==> src/common/usb_event_pkg.sv <==
// Purpose: Constants for the USB device event flag block
// Assumes: 40 MHz system clock, 32-bit APB
// Notes:   Offsets are byte addresses
`default_nettype none
package usb_event_pkg;
  localparam logic [11:0] OFF_FLAGS  = 12'h000;
  localparam logic [11:0] OFF_MASK   = 12'h004;
  localparam logic [11:0] OFF_ERREN  = 12'h008;
  localparam logic [11:0] OFF_STATUS = 12'h00c;
  localparam logic [11:0] OFF_HOSTMD = 12'h010;
  localparam logic [11:0] OFF_TOKSTS = 12'h014;

  localparam int BIT_RESET  = 0;
  localparam int BIT_ERROR  = 1;
  localparam int BIT_FRAME  = 2;
  localparam int BIT_TOKEN  = 3;
  localparam int BIT_IDLE   = 4;
  localparam int BIT_RESUME = 5;
  localparam int BIT_STALL  = 7;

  localparam int          FLAG_W       = 16;
  localparam logic [15:0] FLAG_IMPL    = 16'h00bf;
  localparam logic [15:0] FLAG_RESET   = 16'h0000;
  localparam int          ERR_W        = 8;
  localparam int          TOK_W        = 8;

  localparam int CLK_HZ         = 40000000;
  localparam int RESUME_NS      = 2500;
  localparam int RESET_NS       = 2500;
  localparam int IDLE_US        = 3000;
  localparam int RESUME_CYC     = (RESUME_NS * (CLK_HZ / 1000000) + 999) / 1000;
  localparam int RESET_CYC      = (RESET_NS * (CLK_HZ / 1000000) + 999) / 1000;
  localparam int IDLE_CYC       = IDLE_US * (CLK_HZ / 1000000);

  typedef enum logic [1:0] {
    LINE_SE0,
    LINE_J,
    LINE_K,
    LINE_SE1
  } line_state_t;
endpackage : usb_event_pkg
`default_nettype wire

==> src/hdl/token_fifo.sv <==
// Purpose: Small token status FIFO with registered read data
// Assumes: Single clock, writes dropped when full unless a pop is taken in the same cycle
// Notes:   Head word is always presented on rd_data_out
`default_nettype none
module token_fifo #(
  parameter int WIDTH = 8,
  parameter int DEPTH = 4
) (
  input  wire logic             clk_sys_in,
  input  wire logic             reset_n_in,
  input  wire logic             wr_in,
  input  wire logic [WIDTH-1:0] wr_data_in,
  input  wire logic             pop_in,
  output logic      [WIDTH-1:0] rd_data_out,
  output logic                  empty_out
);
  localparam int AW = $clog2(DEPTH);
  logic [WIDTH-1:0] mem_reg [DEPTH];
  logic [AW-1:0]    wptr_reg;
  logic [AW-1:0]    rptr_reg;
  logic [AW:0]      count_reg;
  logic             do_wr;
  logic             do_pop;
  logic [AW-1:0]    rptr_next;

  assign do_pop    = pop_in && (count_reg != '0);
  assign do_wr     = wr_in && ((count_reg != (AW+1)'(DEPTH)) || do_pop);
  assign rptr_next = do_pop ? rptr_reg + 1'b1 : rptr_reg;

  always_ff @(posedge clk_sys_in) begin
    if (do_wr) begin
      mem_reg[wptr_reg] <= wr_data_in;
    end
  end

  always_ff @(posedge clk_sys_in or negedge reset_n_in) begin
    if (!reset_n_in) begin
      wptr_reg  <= '0;
      rptr_reg  <= '0;
      count_reg <= '0;
    end else begin
      if (do_wr) begin
        wptr_reg <= wptr_reg + 1'b1;
      end
      rptr_reg  <= rptr_next;
      count_reg <= count_reg + (AW+1)'(do_wr) - (AW+1)'(do_pop);
    end
  end

  // Read register; bypass when writing into the empty head slot
  always_ff @(posedge clk_sys_in or negedge reset_n_in) begin
    if (!reset_n_in) begin
      rd_data_out <= '0;
      empty_out   <= 1'b1;
    end else begin
      if (do_wr && (wptr_reg == rptr_next)) begin
        rd_data_out <= wr_data_in;
      end else begin
        rd_data_out <= mem_reg[rptr_next];
      end
      empty_out <= ((count_reg + (AW+1)'(do_wr) - (AW+1)'(do_pop)) == '0);
    end
  end
endmodule : token_fifo
`default_nettype wire

==> src/hdl/usb_device_event_flags.sv <==
// Purpose: USB device event flag register with APB access and interrupt
// Assumes: Line state and engine events synchronous to clk_sys_in
// Notes:   Flag clear is write-one in a full-word APB write
`default_nettype none
module usb_device_event_flags
  import usb_event_pkg::*;
#(
  parameter int IDLE_CYCLES = IDLE_CYC,
  parameter int FIFO_DEPTH  = 4
) (
  input  wire logic              clk_sys_in,
  input  wire logic              reset_n_in,
  input  wire logic              psel_in,
  input  wire logic              penable_in,
  input  wire logic              pwrite_in,
  input  wire logic [11:0]       paddr_in,
  input  wire logic [31:0]       pwdata_in,
  output logic      [31:0]       prdata_out,
  output logic                   pready_out,
  output logic                   pslverr_out,
  input  wire logic [1:0]        line_state_in,
  input  wire logic              low_speed_in,
  input  wire logic              stall_sent_in,
  input  wire logic              token_done_in,
  input  wire logic [TOK_W-1:0]  token_status_in,
  input  wire logic              sof_token_in,
  input  wire logic              sof_threshold_in,
  input  wire logic [ERR_W-1:0]  error_in,
  output logic                   irq_out
);
  logic [FLAG_W-1:0] flags_reg;
  logic [FLAG_W-1:0] flags_next;
  logic [FLAG_W-1:0] mask_reg;
  logic [ERR_W-1:0]  err_enable_reg;
  logic              host_mode_reg;
  logic [FLAG_W-1:0] set_vec;
  logic [FLAG_W-1:0] clr_vec;
  logic              access;
  logic              wr_flags;
  logic [31:0]       rdata_next;
  logic              err_next;
  logic              k_state;
  logic              idle_state;
  logic              se0_state;
  logic [15:0]       resume_cnt_reg;
  logic [15:0]       reset_cnt_reg;
  logic [31:0]       idle_cnt_reg;
  logic              resume_done_reg;
  logic              reset_done_reg;
  logic              idle_done_reg;
  logic              resume_hit;
  logic              reset_hit;
  logic              idle_hit;
  logic              fifo_pop;
  logic [TOK_W-1:0]  tok_head;
  logic              tok_empty;

  assign access   = psel_in && penable_in;
  assign wr_flags = access && pwrite_in && (paddr_in == OFF_FLAGS);

  // Full speed K is differential zero, low speed K is differential one
  assign k_state    = low_speed_in ? (line_state_in == LINE_J) :
                                     (line_state_in == LINE_K);
  // Idle (J) is the inverse polarity of K
  assign idle_state = low_speed_in ? (line_state_in == LINE_K) :
                                     (line_state_in == LINE_J);
  assign se0_state  = (line_state_in == LINE_SE0);

  always_ff @(posedge clk_sys_in or negedge reset_n_in) begin
    if (!reset_n_in) begin
      resume_cnt_reg  <= '0;
      resume_done_reg <= 1'b0;
    end else if (!k_state) begin
      resume_cnt_reg  <= '0;
      resume_done_reg <= 1'b0;
    end else if (!resume_done_reg) begin
      if (resume_cnt_reg == 16'(RESUME_CYC - 1)) begin
        resume_done_reg <= 1'b1;
      end
      resume_cnt_reg <= resume_cnt_reg + 16'h0001;
    end
  end
  assign resume_hit = k_state && !resume_done_reg &&
                      (resume_cnt_reg == 16'(RESUME_CYC - 1));

  // Reset fires once per SE0 episode
  always_ff @(posedge clk_sys_in or negedge reset_n_in) begin
    if (!reset_n_in) begin
      reset_cnt_reg  <= '0;
      reset_done_reg <= 1'b0;
    end else if (!se0_state) begin
      reset_cnt_reg  <= '0;
      reset_done_reg <= 1'b0;
    end else if (!reset_done_reg) begin
      if (reset_cnt_reg == 16'(RESET_CYC - 1)) begin
        reset_done_reg <= 1'b1;
      end
      reset_cnt_reg <= reset_cnt_reg + 16'h0001;
    end
  end
  assign reset_hit = se0_state && !reset_done_reg &&
                     (reset_cnt_reg == 16'(RESET_CYC - 1));

  always_ff @(posedge clk_sys_in or negedge reset_n_in) begin
    if (!reset_n_in) begin
      idle_cnt_reg  <= '0;
      idle_done_reg <= 1'b0;
    end else if (!idle_state) begin
      idle_cnt_reg  <= '0;
      idle_done_reg <= 1'b0;
    end else if (!idle_done_reg) begin
      if (idle_cnt_reg == 32'(IDLE_CYCLES - 1)) begin
        idle_done_reg <= 1'b1;
      end
      idle_cnt_reg <= idle_cnt_reg + 32'h0000_0001;
    end
  end
  assign idle_hit = idle_state && !idle_done_reg &&
                    (idle_cnt_reg == 32'(IDLE_CYCLES - 1));

  assign err_next = |(error_in & err_enable_reg);

  always_comb begin
    set_vec              = '0;
    set_vec[BIT_STALL]   = stall_sent_in;
    set_vec[BIT_RESUME]  = resume_hit;
    set_vec[BIT_IDLE]    = idle_hit;
    set_vec[BIT_TOKEN]   = token_done_in;
    set_vec[BIT_FRAME]   = sof_token_in || (host_mode_reg && sof_threshold_in);
    set_vec[BIT_ERROR]   = err_next;
    set_vec[BIT_RESET]   = reset_hit;
    clr_vec = wr_flags ? pwdata_in[FLAG_W-1:0] : '0;
    // Set beats clear so a coincident event is kept
    flags_next = ((flags_reg & ~clr_vec) | set_vec) & FLAG_IMPL;
  end

  always_ff @(posedge clk_sys_in or negedge reset_n_in) begin
    if (!reset_n_in) begin
      flags_reg <= FLAG_RESET;
    end else begin
      flags_reg <= flags_next;
    end
  end

  // Advance only when a set token flag is actually cleared
  assign fifo_pop = wr_flags && pwdata_in[BIT_TOKEN] && flags_reg[BIT_TOKEN];

  token_fifo #(
    .WIDTH (TOK_W),
    .DEPTH (FIFO_DEPTH)
  ) u_token_fifo (
    .clk_sys_in  (clk_sys_in),
    .reset_n_in  (reset_n_in),
    .wr_in       (token_done_in),
    .wr_data_in  (token_status_in),
    .pop_in      (fifo_pop),
    .rd_data_out (tok_head),
    .empty_out   (tok_empty)
  );

  always_ff @(posedge clk_sys_in or negedge reset_n_in) begin
    if (!reset_n_in) begin
      mask_reg       <= '0;
      err_enable_reg <= '0;
      host_mode_reg  <= 1'b0;
    end else if (access && pwrite_in) begin
      if (paddr_in == OFF_MASK) begin
        mask_reg <= pwdata_in[FLAG_W-1:0] & FLAG_IMPL;
      end else if (paddr_in == OFF_ERREN) begin
        err_enable_reg <= pwdata_in[ERR_W-1:0];
      end else if (paddr_in == OFF_HOSTMD) begin
        host_mode_reg <= pwdata_in[0];
      end
    end
  end

  always_comb begin
    rdata_next = '0;
    if (paddr_in == OFF_FLAGS) begin
      rdata_next[FLAG_W-1:0] = flags_reg;
    end else if (paddr_in == OFF_MASK) begin
      rdata_next[FLAG_W-1:0] = mask_reg;
    end else if (paddr_in == OFF_ERREN) begin
      rdata_next[ERR_W-1:0] = err_enable_reg;
    end else if (paddr_in == OFF_STATUS) begin
      rdata_next[FLAG_W-1:0] = flags_reg & mask_reg;
    end else if (paddr_in == OFF_HOSTMD) begin
      rdata_next[0] = host_mode_reg;
    end else if (paddr_in == OFF_TOKSTS) begin
      rdata_next[TOK_W-1:0] = tok_head;
      rdata_next[TOK_W]     = tok_empty;
    end
  end

  // Zero-wait slave: pready is registered high in the access phase
  always_ff @(posedge clk_sys_in or negedge reset_n_in) begin
    if (!reset_n_in) begin
      prdata_out  <= '0;
      pready_out  <= 1'b0;
      pslverr_out <= 1'b0;
    end else begin
      pready_out  <= psel_in && !penable_in;
      prdata_out  <= (psel_in && !penable_in && !pwrite_in) ? rdata_next : '0;
      pslverr_out <= psel_in && !penable_in &&
                     (paddr_in[1:0] != 2'b00 || paddr_in > OFF_TOKSTS);
    end
  end

  always_ff @(posedge clk_sys_in or negedge reset_n_in) begin
    if (!reset_n_in) begin
      irq_out <= 1'b0;
    end else begin
      irq_out <= |(flags_next & mask_reg);
    end
  end
endmodule : usb_device_event_flags
`default_nettype wire

==> config.mk <==
export PLATFORM = sky130hd
export DESIGN_NAME = usb_device_event_flags
export DESIGN_NICKNAME = d
export VERILOG_FILES = /design/src/common/usb_event_pkg.sv /design/src/hdl/token_fifo.sv /design/src/hdl/usb_device_event_flags.sv
export SDC_FILE = /design/constraint.sdc
export NUM_CORES = 1
export LEC_CHECK = 0
export ABC_AREA = 1
export BUFFER_PORTS_ARGS = -buffer_cell sky130_fd_sc_hd__buf_2
export CAP_MARGIN = 20
export CORE_MARGIN = 10
export CORE_UTILIZATION = 30
export DETAILED_ROUTE_END_ITERATION = 6
export HOLD_SLACK_MARGIN = 0.03
export SYNTH_ARGS = -nofsm -noshare
export SYNTH_HDL_FRONTEND = slang
export SYNTH_HIERARCHICAL = 1
export SYNTH_SLANG_ARGS = --single-unit
==> constraint.sdc <==
create_clock -name clk_sys_in -period 2.9 [get_ports clk_sys_in]
set_input_delay 0.145 -clock clk_sys_in [delete_from_list [all_inputs] [get_ports clk_sys_in]]
set_output_delay 0.145 -clock clk_sys_in [all_outputs]
set_load 0.05 [all_outputs]
Yosys cells after proc, flatten, opt, wreduce, memory -nomap -nowiden --
Memories as Yosys holds them, arrays and structs flattened. A register that Yosys moved wholly into a read port is not among the register bits. Index checks and enable logic that the tools add are counted.
Word-level totals: output and inout bits 35, word-level logic and storage cells 115, flip-flop bits (word level) 117, memory bits (writable) 32, memories 1, bits of input ports 72
Memories:
- u_token_fifo.mem_reg | depth 4, width 8, rd ports 1, clocked after memory_dff 1, write ports 1, RTL line token_fifo.sv:18 | logic [WIDTH-1:0] mem_reg [DEPTH];
Cells by class: reductions and logical operators 36, bitwise gates (word level) 8, $lt $le $gt $ge 1, eq/ne operators 14, mux-type cells 30, add/subtract/negate cells 7
Operators with widths (number):
- 2-to-1 mux 16 bit | 7
- 2-to-1 mux 32 bit | 2
- adder 16 x 1 -> 16 bit (second input constant) | 2
- adder 32 x 1 -> 32 bit (second input constant) | 1
- AND 8 bit | 4
- == test 16 x 7 -> 1 bit (second input constant) | 2
- == test 32 x 17 -> 1 bit (second input constant) | 1
- 2-to-1 mux 8 bit | 4
- == test 12 x 4 -> 1 bit (second input constant) | 2
- == test 12 x 5 -> 1 bit (second input constant) | 2
- 2-to-1 mux 9 bit | 2
- logical AND 1 bit | 17
- OR reduction 16 bit | 1
- 2-to-1 mux 1 bit | 14
- == test 12 x 3 -> 1 bit (second input constant) | 1
- > comparator 12 x 5 -> 1 bit (second input constant) | 1
- zero test 12 bit | 1
- NOT 8 bit | 1
- OR 8 bit | 1
- OR reduction 8 bit | 1
- zero test 1 bit | 6
- inequality test 2 bit (second input constant) | 3
- adder 2 x 1 -> 2 bit (second input constant) | 2
- AND reduction 4 bit | 1
- 14 further kinds | 17

Depth between registers and ports, before layout --
Gate-level depths: netlist (run 1).
depth after elaboration 11, depth in mapped cells 15, mapped depth without buffers 15

Modules after synthesis --
Netlist (run 1), hierarchy kept.
Modules (own cells, without submodules):
- usb_device_event_flags | cells each 905, area an instance 6409.9 µm², times used 1, seq. area each 2552.4 µm²
- token_fifo | cells each 224, area an instance 2353.5 µm², times used 1, seq. area each 1362.6 µm²

Worst setup path after synthesis (run 1) --
OpenSTA, ideal clock, no wires.
kind input-to-reg, from in paddr_in[7], to reg u_token_fifo.empty_out, arrival 2639 ps, setup slack 179 ps, library setup time 82 ps, path buffers 0, data required time 2818 ps, stages 15, cell sequence nor2_1 nand2_2 nor2_4 nand4_1 nor2_1 nor2_1 a21oi_4 inv_1 ha_1 inv_1 ha_1 inv_1 fa_1 inv_1 nor3_1
On the way: longest elaborated chain between the ends 10
Ends and longest elaborated chain:
- from (decl) | RTL line usb_device_event_flags.sv:16 | input wire logic [11:0] paddr_in,
- zero test 12 bit (*) | RTL line usb_device_event_flags.sv:59 | assign wr_flags = access && pwrite_in && (paddr_in == OFF_FLAGS);
- logical AND 1 bit (*) | RTL line usb_device_event_flags.sv:59
- logical AND 1 bit (*) (2 in series) | RTL line usb_device_event_flags.sv:146 | assign fifo_pop = wr_flags && pwdata_in[BIT_TOKEN] && flags_reg[BIT_TOKEN];
- net fifo_pop | RTL line usb_device_event_flags.sv:54 | logic fifo_pop;
- logical AND 1 bit (*) | RTL line token_fifo.sv:26 | assign do_pop = pop_in && (count_reg != '0);
- logical OR 1 bit | RTL line token_fifo.sv:27 | assign do_wr = wr_in && ((count_reg != (AW+1)'(DEPTH)) || do_pop);
- logical AND 1 bit | RTL line token_fifo.sv:27
- adder 3 x 1 -> 3 bit | RTL line token_fifo.sv:61 | empty_out <= ((count_reg + (AW+1)'(do_wr) - (AW+1)'(do_pop)) == '0);
- subtractor 3 x 1 -> 3 bit (*) | RTL line token_fifo.sv:61
- zero test 3 bit (*) | RTL line token_fifo.sv:61
- to (signal assigned) | RTL line token_fifo.sv:61
- to (decl) | RTL line token_fifo.sv:15 | output logic empty_out
Mark *: on every way through the listed nets, which the timed path passes. The rest lies on a longest branch. A chain may end at the register's enable or synchronous reset.

Worst setup path in the final report (run 1) --
from in psel_in, to reg u_token_fifo.empty_out
On the way: longest elaborated chain between the ends 11
Ends and longest elaborated chain:
- from (decl) | RTL line usb_device_event_flags.sv:13 | input wire logic psel_in,
- logical AND 1 bit (*) | RTL line usb_device_event_flags.sv:58 | assign access = psel_in && penable_in;
- logical AND 1 bit (*) (2 in series) | RTL line usb_device_event_flags.sv:59
- logical AND 1 bit (*) (2 in series) | RTL line usb_device_event_flags.sv:146
- net fifo_pop | RTL line usb_device_event_flags.sv:54
- logical AND 1 bit (*) | RTL line token_fifo.sv:26
- logical OR 1 bit | RTL line token_fifo.sv:27
- logical AND 1 bit | RTL line token_fifo.sv:27
- adder 3 x 1 -> 3 bit | RTL line token_fifo.sv:61
- subtractor 3 x 1 -> 3 bit (*) | RTL line token_fifo.sv:61
- zero test 3 bit (*) | RTL line token_fifo.sv:61
Marks and branches as above.

==> results of run 1 <==
==> area by class of cell <==
type,count,area (sq um)
well taps,384,480.5
fillers,2979,18530
flip-flops and latches,150,3915
repair buffers,90,595.6
clock buffers,17,425.4
multi-input cells,786,4006
inverters,177,665.6
clock inverters,15,160.2
==> worst max path at each step <==
| stage | to | cells past startpoint |
|---|---|---|
| after global placement | u_token_fifo/empty_out | 16 |
| after detailed placement | u_token_fifo/empty_out | 16 |
| final | u_token_fifo/empty_out | 16 |
| after floorplan | u_token_fifo/empty_out | 15 |
| after CTS | u_token_fifo/empty_out | 16 |
| after global routing | u_token_fifo/empty_out | 16 |
==> logic make-up (layout without fill, tap and decap cells) <==
| kind of cell | Yosys count | count (layout) | share of synthesized area |
|---|---|---|---|
| AO/OA/AOI/OAI | 112 | 112 | 0.06939 |
| XOR/XNOR | 11 | 11 | 0.01099 |
| adder cells (fa/ha/maj) | 10 | 10 | 0.01513 |
| buffers and inverters | 215 | 299 | 0.1055 |
| flip-flops | 150 | 150 | 0.4467 |
| multiplexers | 2 | 2 | 0.002427 |
| other | 1 | 23 | 0.0004279 |
| AND/OR/NAND/NOR | 628 | 628 | 0.3494 |
==> per-stage QoR <==
| step | cells | setup WS, ns | hold WS [ns] |
|---|---|---|---|
| finish | 1619 | 0.4523 | 0.04632 |
| CTS | 1619 | 0.4581 | 0.03557 |
| global route | 1619 | 0.2682 | 0.06200 |
| detailed placement | 1566 | 0.2731 | 0.1853 |
| global placement | 1566 | 0.3444 | 0.1826 |
| floorplan | 1151 | 0.1792 | -0.1506 |
==> power by group <==
part	switching (uW)	total, uW	internal (uW)	leakage [uW]
clock network	989	2210	1220	0.000283
registers	103	2460	2360	0.00188
logic	552	804	252	0.00248
total	1640	5470	3830	0.00465
==> cells in the mapped netlist (2+ instances only) <==
cell and n:
xnor2_1 3, nor2_4 10, inv_2 25, nor3_1 24, nand3_1 95, nor3_2 9, nor2_2 10, o21a_1 2
dfrtp_1 117, ha_1 9, o21ai_0 23, nor4_1 5, nand2_2 18, nand3b_1 6, clkinv_1 2, a22o_1 2
o21ai_1 39, nand3_2 6, inv_1 149, nand2_8 2, nor2_1 109, a211oi_1 2, buf_2 6, xor2_1 8
buf_4 25, a21oi_1 36, nand3_4 3, buf_6 2, edfxtp_1 32, nand4_1 47, nand2_1 271, nand2_4 8
a31oi_1 4, clkbuf_1 5
==> tightest hold or removal path, stage by stage <==
cell,delay (ns)
buf_2,0.12
inv_1,0.10
o21ai_1,0.07
==> repair_timing <==
action	CTS	global route
hold endpoints to repair	91	0
resized for setup	0	0
hold buffers	21	0
==> metal layers <==
metal | track usage | routed length [um]
met5 | 0 | 0
met2 | 0.1971 | 10100
met1 | 0.1747 | 10740
met4 | 0.04422 | 414
met3 | 0.02150 | 1131
==> qor.yml, run 1 <==
crit_path_start: "psel_in"
synth_edf_count: 32
crit_fanout: 5
path_delay_family: "adder cells"
synthArstFlopShare: 0.7867
slew_viol_final: 0
grtUsageTotal: 0.1271
drcViolationCount: 0
clock.fmax_mhz: 408.6
slowest_delay_ns: 0.52
synthToLayoutAreaGrowth_pct: 16.95
grt_max_degree: 46
r2r_start: "flags_reg[3]"
clock_path_buffers: 2
critical_path_class: "in -> reg"
grt_pass1_wl_um: 37690
final_common_cell: "nand2_1"
fin_setup_tns_ns: 0
insertion_delay_ns: 0.43
power.total_uw: 5475
start_util: 0.3045
io_pins: 107
cts.sinks: 150
skew_ns: 0.01239
dr.pass1.iters: 5
status: "completed"
fin_crit_sh: 0.8440
end_kind: "flip-flop"
htreeDepth: 4
dieHeight_um: 190.9
cts_tree: "built"
finish.utilization: 0.3561
ys_warn_count: 6
finalCriticalPeriod_ns: 2.448
syn_inst: 1129
core_area_sq_um: 28780
crit_top_cell: "inv_1"
initialDrtViolationCount: 484
rsz0062_at_grt: "no"
vias: 7516
grt-ovfl-total: 0
layout-drive-gt1-share: 0.1619
synth-seq-area-share: 0.4467
yosysUniqueCellTypes: 49
antennaDiodeCount: 0
setup_viol: 0
antenna_found_initial: 0
cts_setup_buffers: 0
stdcell_area_sq_um: 10250
syn_avg_cell_area_sq_um: 7.762
final_nets: 1304
pwr_density_cell_nw_per_um2: 534.2
path_cells: "dlygate4sd3_1, buf_2, nand2_1, nor2_2, nand4_1, nor2_1, nor2_1, a21oi_4, inv_1, ha_1, inv_1, ha_1, inv_1, fa_1, inv_1, nor3_1"
cts_buffers: 17
slew-limit-headroom: 0.4520
post_dp_cell_area_sq_um: 9453
reg2reg_to: "u_token_fifo/empty_out"
required_ns: 3.25
synth.area.top_cells: "dfrtp_1 (33%), nand2_1 (12%), edfxtp_1 (11%), inv_1 (6.4%), nand3_1 (5.4%)"
ant_nets: 0
p_leak_uw: 0.004647
grt_pass1_vias: 7455
ys.flop_type: "dfrtp_1"
cp_data_arrival_time_ns: 2.80
root_buffer: "clkbuf_16"
hold_class: "in -> reg"
die_w_um: 190.9
cp-start-kind: "input port"
rows: 62
via_per_inst: 4.642
tightest_slew_ns: 0.8190
synth_top_cell_by_area: "dfrtp_1"
path_buf_inv: 6
wl_per_cell_um: 13.83
mostFrequentLayoutCells: "nand2_1 (271), inv_1 (149), dfrtp_1 (117)"
synth_top_area_share: 0.3341
hold_depth: 3
detail_route.wirelength_um: 22390
hold_end: "mask_reg[0]"
clkSlewWorstSetupHoldPaths_ns: 0.07
ys_seq_elements: 150
netlist_area_sq_um: 8763
reg2reg_depth: 12
crit_path_top_delay_cell: "dlygate4sd3_1"
die_area_sq_um: 36450
gp_congestion: 0.8744
peakVddDrop_uv: 336.7
hold_viol: 0
dp_hpwl_um: 17200
drv_cap: 0
r2r_slack_ns: 0.68
hp-start: "pwdata_in[0]"
io_buffer_count: 59
(Power assumes the default switching activity.)
==> run 2: changes to the inputs <==
Clock period 2.9 ns to 2.4 ns, I/O delays scaled along.
==> qor.yml, run 2 (same netlist as run 1, synthesis figures left out) <==
status: "completed"
grtUsageTotal: 0.1227
dieHeight_um: 190.9
root_buffer: "clkbuf_16"
fin_crit_sh: 0.9511
fin_setup_tns_ns: 0
critical_path_class: "in -> reg"
hold_class: "in -> reg"
cts.sinks: 150
die_area_sq_um: 36450
detail_route.wirelength_um: 21970
initialDrtViolationCount: 432
final_common_cell: "nand2_1"
core_area_sq_um: 28780
crit_top_cell: "inv_1"
slowest_delay_ns: 0.53
slew_viol_final: 0
path_delay_family: "buffers and inverters"
via_per_inst: 4.578
hp-start: "error_in[2]"
cp-start-kind: "input port"
antenna_found_initial: 0
clock.fmax_mhz: 438.1
finish.utilization: 0.3639
gp_congestion: 0.8975
hold_viol: 0
setup_viol: 0
peakVddDrop_uv: 496.4
required_ns: 2.76
htreeDepth: 4
power.total_uw: 6655
p_leak_uw: 0.004750
io_pins: 107
ant_nets: 0
mostFrequentLayoutCells: "nand2_1 (270), inv_1 (147), dfrtp_1 (117)"
grt_pass1_vias: 7434
hold-worst-slack_ns: 0.07139
skew_ns: 0.01086
finalCriticalPeriod_ns: 2.283
wl_per_cell_um: 13.41
cp_data_arrival_time_ns: 2.64
rows: 62
cts_buffers: 17
clkSlewWorstSetupHoldPaths_ns: 0.07
drcViolationCount: 0
grt-ovfl-total: 0
dp_hpwl_um: 16500
insertion_delay_ns: 0.43
grt_pass1_wl_um: 36650
pwr_density_cell_nw_per_um2: 635.4
vias: 7499
end_kind: "flip-flop"
path_buf_inv: 7
crit_fanout: 3
crit_path_top_delay_cell: "dlygate4sd3_1"
final_nets: 1323
die_w_um: 190.9
grt_max_degree: 48
clock_path_buffers: 2
path_cells: "dlygate4sd3_1, buf_2, inv_1, nor2_4, nand4_1, nor2_4, nor2_2, a21oi_4, inv_2, ha_4, inv_1, ha_1, inv_1, fa_1, inv_1, nor3_2"
drv_cap: 0
antennaDiodeCount: 0
start_util: 0.3045
tightest_slew_ns: 0.6417
slew-limit-headroom: 0.5706
io_buffer_count: 59
crit_path_start: "penable_in"
cts_tree: "built"
layout-drive-gt1-share: 0.1794
dr.pass1.iters: 5
synthToLayoutAreaGrowth_pct: 19.50
r2r_start: "flags_reg[3]"
==> run 2: cell count changes in the layout (fill, tap and decap cells not counted), sizes merged <==
cell / before / now
clkinv: 6 / 9
bufinv: 1 / 0
clkinvlp: 2 / 0
dlygate4sd3: 21 / 26
buf: 69 / 83
==> run 2: per-layer routing <==
layer / GRT usage / routed length, um
met5: 0 / 0
met2: 0.1998 / 10430
met4: 0.03574 / 271
met3: 0.02861 / 1144
met1: 0.1587 / 10130
==> run 2: worst paths after layout <==
kind,slack (ns),cells past startpoint,endpoint
hold reg to reg,0.48,2,prdata_out[8]
setup reg to reg,0.32,12,u_token_fifo/empty_out
max in group asynchronous,1.46,3,reset_cnt_reg[11]
min in group asynchronous,0.26,2,mask_reg[7]
setup / recovery,0.12,16,u_token_fifo/empty_out
hold / removal,0.07,5,flags_reg[1]
==> run 2: layout make-up <==
class / count / area [sq um]
Clock buffer: 17 / 425.4
Clock inverter: 15 / 153.9
Fill cell: 2940 / 18310
Inverter: 177 / 665.6
Multi-Input combinational cell: 786 / 4081
Sequential cell: 150 / 3915
Tap cell: 384 / 480.5
Timing Repair Buffer: 109 / 750.7
==> run 2: power by group <==
part / total, uW / internal [uW] / switching, uW
Clock: 2620 / 1390 / 1230
Sequential: 2980 / 2850 / 130
Combinational: 1060 / 366 / 690
==> run 2: tightest hold or removal path, stage by stage <==
cell and delay (ns):
buf_2 0.09, nand2_1 0.04, nand4_1 0.06, nor2_1 0.07, nand2_1 0.08
==> run 2: through the flow <==
stage | instances | instance area [sq um] | setup WS [ns]
floorplan | 1151 | 8909 | 0.03180
global placement | 1578 | 9605 | 0.03980
detailed placement | 1578 | 9605 | -0.01115
CTS | 1636 | 10450 | 0.004732
global route | 1638 | 10470 | -0.02322
finish | 1638 | 10470 | 0.1173
==> run 2: repair_timing <==
action | in CTS | in global routing
hold buffers | 26 | 0
endpoints found under the hold margin | 106 | 0
buffers inserted | 0 | 2
resized for setup | 0 | 3
setup endpoints to repair | 0 | 2
